**src/rsd_pkg.sv**
```systemverilog
// Package: operation codes, flag layout and reset values for the ALU
`default_nettype none
package rsd_pkg;
  // ==========================================================
  // Operation select
  typedef enum logic [2:0]
  {
    RSD_OP_NONE,
    RSD_OP_ROTATE_RIGHT_THROUGH_CARRY_TO_ACC,
    RSD_OP_SUBTRACT_WITH_BORROW_ACC,
    RSD_OP_SUBTRACT_WITH_BORROW_IMM,
    RSD_OP_SUBTRACT_WITH_BORROW_TO_MEM,
    RSD_OP_DECREMENT_SKIP_IF_ZERO,
    RSD_OP_DECREMENT_COPY_SKIP_IF_ZERO
  } rsd_op_t;
  // ==========================================================
  // Status bit positions in the flags vector
  localparam int RSD_FLAG_CARRY = 0;
  localparam int RSD_FLAG_AUX = 1;
  localparam int RSD_FLAG_ZERO = 2;
  localparam int RSD_FLAG_RANGE = 3;
  localparam int RSD_FLAG_SIGNED_CARRY = 4;
  localparam int RSD_FLAG_CHAINED_ZERO = 5;
  localparam int RSD_FLAG_W = 6;
  // ==========================================================
  // Reset values
  localparam logic [7:0] RSD_ACC_RST = 8'h00;
  localparam logic [5:0] RSD_FLAGS_RST = 6'h00;
endpackage : rsd_pkg
`default_nettype wire

```
**src/rsd_alu.sv**
```systemverilog
// Execution datapath: rotate, subtract with borrow, decrement and skip
//
// Behaviour
// RULE_01 - Rotate right through carry into accumulator
// RULE_02 - Memory subtract with borrow into accumulator
// RULE_03 - Immediate subtract with borrow into accumulator
// RULE_04 - Subtract with borrow written to memory
// RULE_05 - Carry clear on negative, set otherwise
// RULE_06 - Subtracts update six flags; rotate carry
// RULE_07 - Decrement memory, skip next if zero
// RULE_08 - Decrement into accumulator, skip if zero
// RULE_09 - Skip inserts one dummy cycle
// RULE_10 - Nonzero result continues without dummy cycle
// RULE_11 - Immediate form uses instruction field only
`default_nettype none
module rsd_alu
  import rsd_pkg::*;
(
  input wire logic clk,
  input wire logic reset,
  input wire logic op_valid,
  input wire rsd_op_t op_sel,
  input wire logic [7:0] mem_rdata,
  input wire logic [7:0] imm_data,
  output logic op_ready,
  output logic [7:0] acc_q,
  output logic [5:0] flags_q,
  output logic mem_we_q,
  output logic [7:0] mem_wdata_q,
  output logic skip_q,
  output logic dummy_cycle_q
);

  // ==========================================================
  // Subtract with borrow helper: {flags, result}
  function automatic logic [13:0] sub_borrow(
    input logic [7:0] a,
    input logic [7:0] b,
    input logic c,
    input logic z_old
  );
    logic [8:0] full;
    logic [4:0] low;
    logic [7:0] r;
    logic [5:0] f;
    full = {1'b0, a} - {1'b0, b} - {8'h00, ~c};
    low = {1'b0, a[3:0]} - {1'b0, b[3:0]} - {4'h0, ~c};
    r = full[7:0];
    f = '0;
    // RULE_05 carry from borrow
    f[RSD_FLAG_CARRY] = ~full[8];
    f[RSD_FLAG_AUX] = ~low[4];
    f[RSD_FLAG_ZERO] = (r == 8'h00);
    f[RSD_FLAG_RANGE] = (a[7] ^ b[7]) & (a[7] ^ r[7]);
    f[RSD_FLAG_SIGNED_CARRY] = r[7] ^ f[RSD_FLAG_RANGE];
    f[RSD_FLAG_CHAINED_ZERO] = (r == 8'h00) & z_old;
    sub_borrow = {f, r};
  endfunction : sub_borrow

  logic [13:0] sub_mem;
  logic [13:0] sub_imm;
  logic [7:0] dec_val;
  logic dec_zero;
  logic is_dec;

  // RULE_02 memory operand subtract
  assign sub_mem = sub_borrow(acc_q, mem_rdata, flags_q[RSD_FLAG_CARRY],
                              flags_q[RSD_FLAG_CHAINED_ZERO]);
  // RULE_11 immediate field as subtrahend
  assign sub_imm = sub_borrow(acc_q, imm_data, flags_q[RSD_FLAG_CARRY],
                              flags_q[RSD_FLAG_CHAINED_ZERO]);
  assign dec_val = mem_rdata - 8'h01;
  assign dec_zero = (dec_val == 8'h00);
  assign is_dec = (op_sel == RSD_OP_DECREMENT_SKIP_IF_ZERO) ||
                  (op_sel == RSD_OP_DECREMENT_COPY_SKIP_IF_ZERO);
  assign op_ready = ~dummy_cycle_q;

  // ==========================================================
  // Accumulator
  always_ff @(posedge clk or posedge reset)
  begin
    if (reset)
      acc_q <= RSD_ACC_RST;
    else if (op_valid && op_ready)
    begin
      unique case (op_sel)
        // RULE_01 rotate into accumulator
        RSD_OP_ROTATE_RIGHT_THROUGH_CARRY_TO_ACC:
          acc_q <= {flags_q[RSD_FLAG_CARRY], mem_rdata[7:1]};
        RSD_OP_SUBTRACT_WITH_BORROW_ACC:
          acc_q <= sub_mem[7:0];
        // RULE_03 immediate result to accumulator
        RSD_OP_SUBTRACT_WITH_BORROW_IMM:
          acc_q <= sub_imm[7:0];
        // RULE_08 decremented copy
        RSD_OP_DECREMENT_COPY_SKIP_IF_ZERO:
          acc_q <= dec_val;
        default:
          acc_q <= acc_q;
      endcase
    end
  end

  // ==========================================================
  // Status flags
  always_ff @(posedge clk or posedge reset)
  begin
    if (reset)
      flags_q <= RSD_FLAGS_RST;
    else if (op_valid && op_ready)
    begin
      unique case (op_sel)
        // RULE_06 rotate touches carry only
        RSD_OP_ROTATE_RIGHT_THROUGH_CARRY_TO_ACC:
          flags_q[RSD_FLAG_CARRY] <= mem_rdata[0];
        // RULE_06 all six flags on subtract
        RSD_OP_SUBTRACT_WITH_BORROW_ACC,
        RSD_OP_SUBTRACT_WITH_BORROW_TO_MEM:
          flags_q <= sub_mem[13:8];
        RSD_OP_SUBTRACT_WITH_BORROW_IMM:
          flags_q <= sub_imm[13:8];
        default:
          flags_q <= flags_q;
      endcase
    end
  end

  // ==========================================================
  // Memory write-back
  always_ff @(posedge clk or posedge reset)
  begin
    if (reset)
    begin
      mem_we_q <= 1'b0;
      mem_wdata_q <= 8'h00;
    end
    else
    begin
      mem_we_q <= 1'b0;
      if (op_valid && op_ready)
      begin
        // RULE_04 result to memory
        if (op_sel == RSD_OP_SUBTRACT_WITH_BORROW_TO_MEM)
        begin
          mem_we_q <= 1'b1;
          mem_wdata_q <= sub_mem[7:0];
        end
        // RULE_07 decrement stored back
        else if (op_sel == RSD_OP_DECREMENT_SKIP_IF_ZERO)
        begin
          mem_we_q <= 1'b1;
          mem_wdata_q <= dec_val;
        end
      end
    end
  end

  // ==========================================================
  // Skip and dummy cycle
  always_ff @(posedge clk or posedge reset)
  begin
    if (reset)
    begin
      skip_q <= 1'b0;
      dummy_cycle_q <= 1'b0;
    end
    else
    begin
      // RULE_09 one dummy cycle after skip
      dummy_cycle_q <= skip_q;
      // RULE_10 no skip when nonzero
      skip_q <= op_valid && op_ready && is_dec && dec_zero;
    end
  end

endmodule : rsd_alu
`default_nettype wire

```
**config.mk**
```make
export PLATFORM = sky130hd
export DESIGN_NAME = rsd_alu
export DESIGN_NICKNAME = d
export VERILOG_FILES = /design/src/rsd_pkg.sv /design/src/rsd_alu.sv
export SDC_FILE = /design/constraint.sdc
export NUM_CORES = 1
export LEC_CHECK = 0
export BUFFER_PORTS_ARGS = -buffer_cell sky130_fd_sc_hd__buf_2
export CORE_ASPECT_RATIO = 2
export CORE_MARGIN = 3
export CORE_UTILIZATION = 50
export CTS_CLUSTER_SIZE = 40
export DETAILED_ROUTE_END_ITERATION = 16
export PLACE_DENSITY = 0.73
export SETUP_SLACK_MARGIN = 0.1
export SLEW_MARGIN = 20
export SYNTH_ARGS = -nofsm -noshare
export SYNTH_HDL_FRONTEND = slang
export SYNTH_SLANG_ARGS = --single-unit
export TNS_END_PERCENT = 30
```
**constraint.sdc**
```tcl
create_clock -name clk -period 3.9 [get_ports clk]
set_input_delay 0.39 -clock clk [delete_from_list [all_inputs] [get_ports clk]]
set_output_delay 0.39 -clock clk [all_outputs]
set_load 0.02 [all_outputs]
```
==> results_dict.tcl <==
set metrics [dict create \
    yosys_warnings 0 \
    die_y_um 110.0 \
    wire_per_inst_um 17.01 \
    core_mm2 0.005185 \
    io_buffer_count 47 \
    io_pins 48 \
    fillers 516 \
    critPathBufInv 2 \
    clk_latency_ns 0.28 \
    fin_crit_ns 2.923 \
    ys_ff_latch 25 \
    layout.nets 434 \
    cp_slowest_cell "fa_1" \
    routed-via-count 2569 \
    place_congestion 0.9802 \
    path_cells "inv_1 > fa_1 > inv_1 > ha_1 > o211ai_1 > o211ai_1 > a221o_1 > xor2_1 > a21oi_1 > o41ai_1" \
    worst-path-max-fanout 5 \
    tns_ns 0 \
    crit_type "reg -> reg" \
    grt_pass1_wl_um 11910 \
    dpl_cell_area_mm2 0.002984 \
    end_kind "flip-flop" \
    slew_violations 0 \
    grt_pass1_vias 2533 \
    post_cts_buffers 0 \
    syn_area_mm2 0.002703 \
    start_util 0.5212 \
    clkSinkCount 25 \
    clkTransAtPathRegs_ns 0.10 \
    cts_buffers 3 \
    syn_nets 389 \
    relSlewSlack 0.6013 \
    ys.flop_type "dfrtp_1" \
    h-tree-depth 1 \
    insertedDiodeCount 0 \
    final_util 0.5898 \
    synthCells 333 \
    critical_path_arrival_ns 3.10 \
    status "finished clean" \
    drt_iter0_markers 82 \
    fmax_mhz 342.1 \
    start_kind "flip-flop" \
    drc 0 \
    avgSynthCellArea_um2 8.116 \
    grt_use_total 0.2437 \
    cts_tree "done" \
    post-route-period-util 0.7495 \
    fin_skew_ns 0.007040 \
    rsz0062_at_grt "false" \
    max_cap_violations 0 \
    syn_to_final_growth_pct 13.15 \
    setup_violations 0 \
    crit_family "compound AO/OA/AOI/OAI gates" \
    die_x_um 57.99 \
    viasPerCell 5.906 \
    dr.pass1.iters 4 \
    design_area_mm2 0.003058 \
    cts_resized 0 \
    p_per_area_mw_per_mm2 582.3 \
    cts-root-buf "clkbuf_8" \
    clockBufferDepth 2 \
    holdBufCountCts 0 \
    p_leak_nw 1.517 \
    grt_max_degree 26 \
    die_area_mm2 0.006377 \
    layout-drive-gt1-share 0.1857 \
    grt-ovfl-total 0 \
    seq_area_frac_synth 0.2315 \
    tightest_slew_ns 0.5941 \
    finalHoldViolCount 0 \
    hold_path_class "in -> async" \
    antenna_found_initial 0 \
    synth_edf_count 0 \
    synth.distinct_cells 59 \
    ir_drop_v 0.0003217 \
    placementRows 37 \
    dp_hpwl_um 6164 \
    async_flop_share 1.000 \
    ant_nets 0 \
    cp_slowest_stage_delay_ns 0.53 \
    drt_wl_total_um 7398 \
    worstPathRequired_ns 4.07 \
]
[state kept, by name (all words and copies together), names as in the netlist]
| signal | count |
|---|---|
| skip_q | 1 |
| dummy_cycle_q | 1 |
| acc_q | 8 |
| mem_wdata_q | 8 |
| flags_q | 6 |
| mem_we_q | 1 |
[power by group]
part / switching (W) / leakage (nW) / internal [W] / total (W)
logic: 0.000749 / 1.18 / 0.000503 / 0.00125
clock network: 0.0000884 / 0.0255 / 0.0000717 / 0.000160
registers: 0.0000504 / 0.311 / 0.000318 / 0.000368
[placed cells by master (no fill, tap or decap), types with 2 or more instances in the layout]
cell type	Yosys	routed
o31ai_1	4	4
xnor2_1	15	15
a2111oi_2	2	2
and2_1	3	3
nand2b_1	2	2
dfrtp_1	25	25
a21oi_1	16	16
o211ai_1	3	3
mux2_2	3	3
o41ai_1	2	2
mux2i_1	6	6
ha_1	30	30
fa_1	4	4
o32ai_1	2	2
a211oi_1	4	4
nand2_1	31	31
xor2_1	10	10
o21ai_1	8	8
inv_1	43	42
o21ai_0	19	19
a22oi_1	3	3
a21boi_1	2	2
nor3_1	6	6
a221o_1	2	2
a21o_1	4	4
buf_4	1	2
nor2b_1	7	7
nor4_1	2	2
a311oi_1	2	2
nand4_1	2	2
clkbuf_8	0	3
buf_2	0	47
clkinv_1	1	2
nor2_1	30	30
nand3_1	6	6
[worst paths after layout]
check | slack (ns) | cells past startpoint | from | end
max | 0.98 | 10 | flags_q[0] | acc_q[7]
min | 0.01 | 2 | reset | flags_q[3]
max reg2reg | 0.98 | 10 | flags_q[0] | acc_q[7]
min reg2reg | 0.38 | 0 | skip_q | dummy_cycle_q
max in group asynchronous | 3.51 | 3 | reset | acc_q[0]
min in group clk | 0.38 | 0 | skip_q | dummy_cycle_q
[Yosys cell counts, drive strengths merged (4+ instances only)]
master / n / area share
nand3: 6 / 0.011
nand2: 31 / 0.043
a211oi: 4 / 0.011
nor2b: 8 / 0.021
dfrtp: 25 / 0.23
fa: 4 / 0.030
mux2i: 6 / 0.022
xnor2: 15 / 0.049
nor2: 31 / 0.044
clkbuf: 8 / 0.011
o31ai: 4 / 0.011
ha: 30 / 0.14
inv: 43 / 0.060
a21o: 4 / 0.011
a21oi: 16 / 0.030
o21ai: 28 / 0.053
mux2: 4 / 0.018
nor3: 6 / 0.011
xor2: 10 / 0.032
[through the flow]
| step | power (W) | hold slack, ns | instances | setup WS [ns] |
|---|---|---|---|---|
| after CTS | 0.001776 | 0.3610 | 434 | 1.035 |
| after floorplan | 0.001287 | 0.4173 | 333 | 1.269 |
| after global placement | 0.001588 | 0.3608 | 430 | 1.077 |
| final | 0.001781 | 0.009967 | 435 | 0.9771 |
| after detailed placement | 0.001610 | 0.3683 | 430 | 1.012 |
| after global routing | 0.001922 | 0.02777 | 435 | 0.9158 |
[cell families (layout without fill, tap and decap cells)]
| logic type | after synthesis | in the layout | share of synthesized area |
|---|---|---|---|
| compound gates | 85 | 85 | 0.2176 |
| flops | 25 | 25 | 0.2315 |
| simple gates | 100 | 100 | 0.1847 |
| xor+xnor | 25 | 25 | 0.08102 |
| mux | 10 | 10 | 0.04028 |
| buf+inv | 54 | 98 | 0.07639 |
| fa+ha+maj | 34 | 34 | 0.1685 |
[cell type report]
| class | count | area (um^2) | share of cell area |
|---|---|---|---|
| repair buffers | 50 | 277.8 | 0.09083 |
| multi-input cells | 254 | 1871 | 0.6117 |
| clock buffers | 3 | 41.29 | 0.01350 |
| inverters | 44 | 165.2 | 0.05401 |
| clock inverters | 1 | 5.005 | 0.001637 |
| flip-flops and latches | 25 | 625.6 | 0.2046 |
| well taps | 58 | 72.57 | 0.02373 |
[metal layers]
| metal | up-vias | wire length, um | global-route usage |
|---|---|---|---|
| li1 | 1245 | - | - |
| met1 | 1227 | 2638 | 0.2529 |
| met4 | 0 | 309 | 0.1177 |
| met3 | 24 | 303 | 0.02098 |
| met2 | 73 | 4147 | 0.4717 |
| met5 | - | 0 | 0 |
No activity file was read; power rests on OpenSTA's default activity.
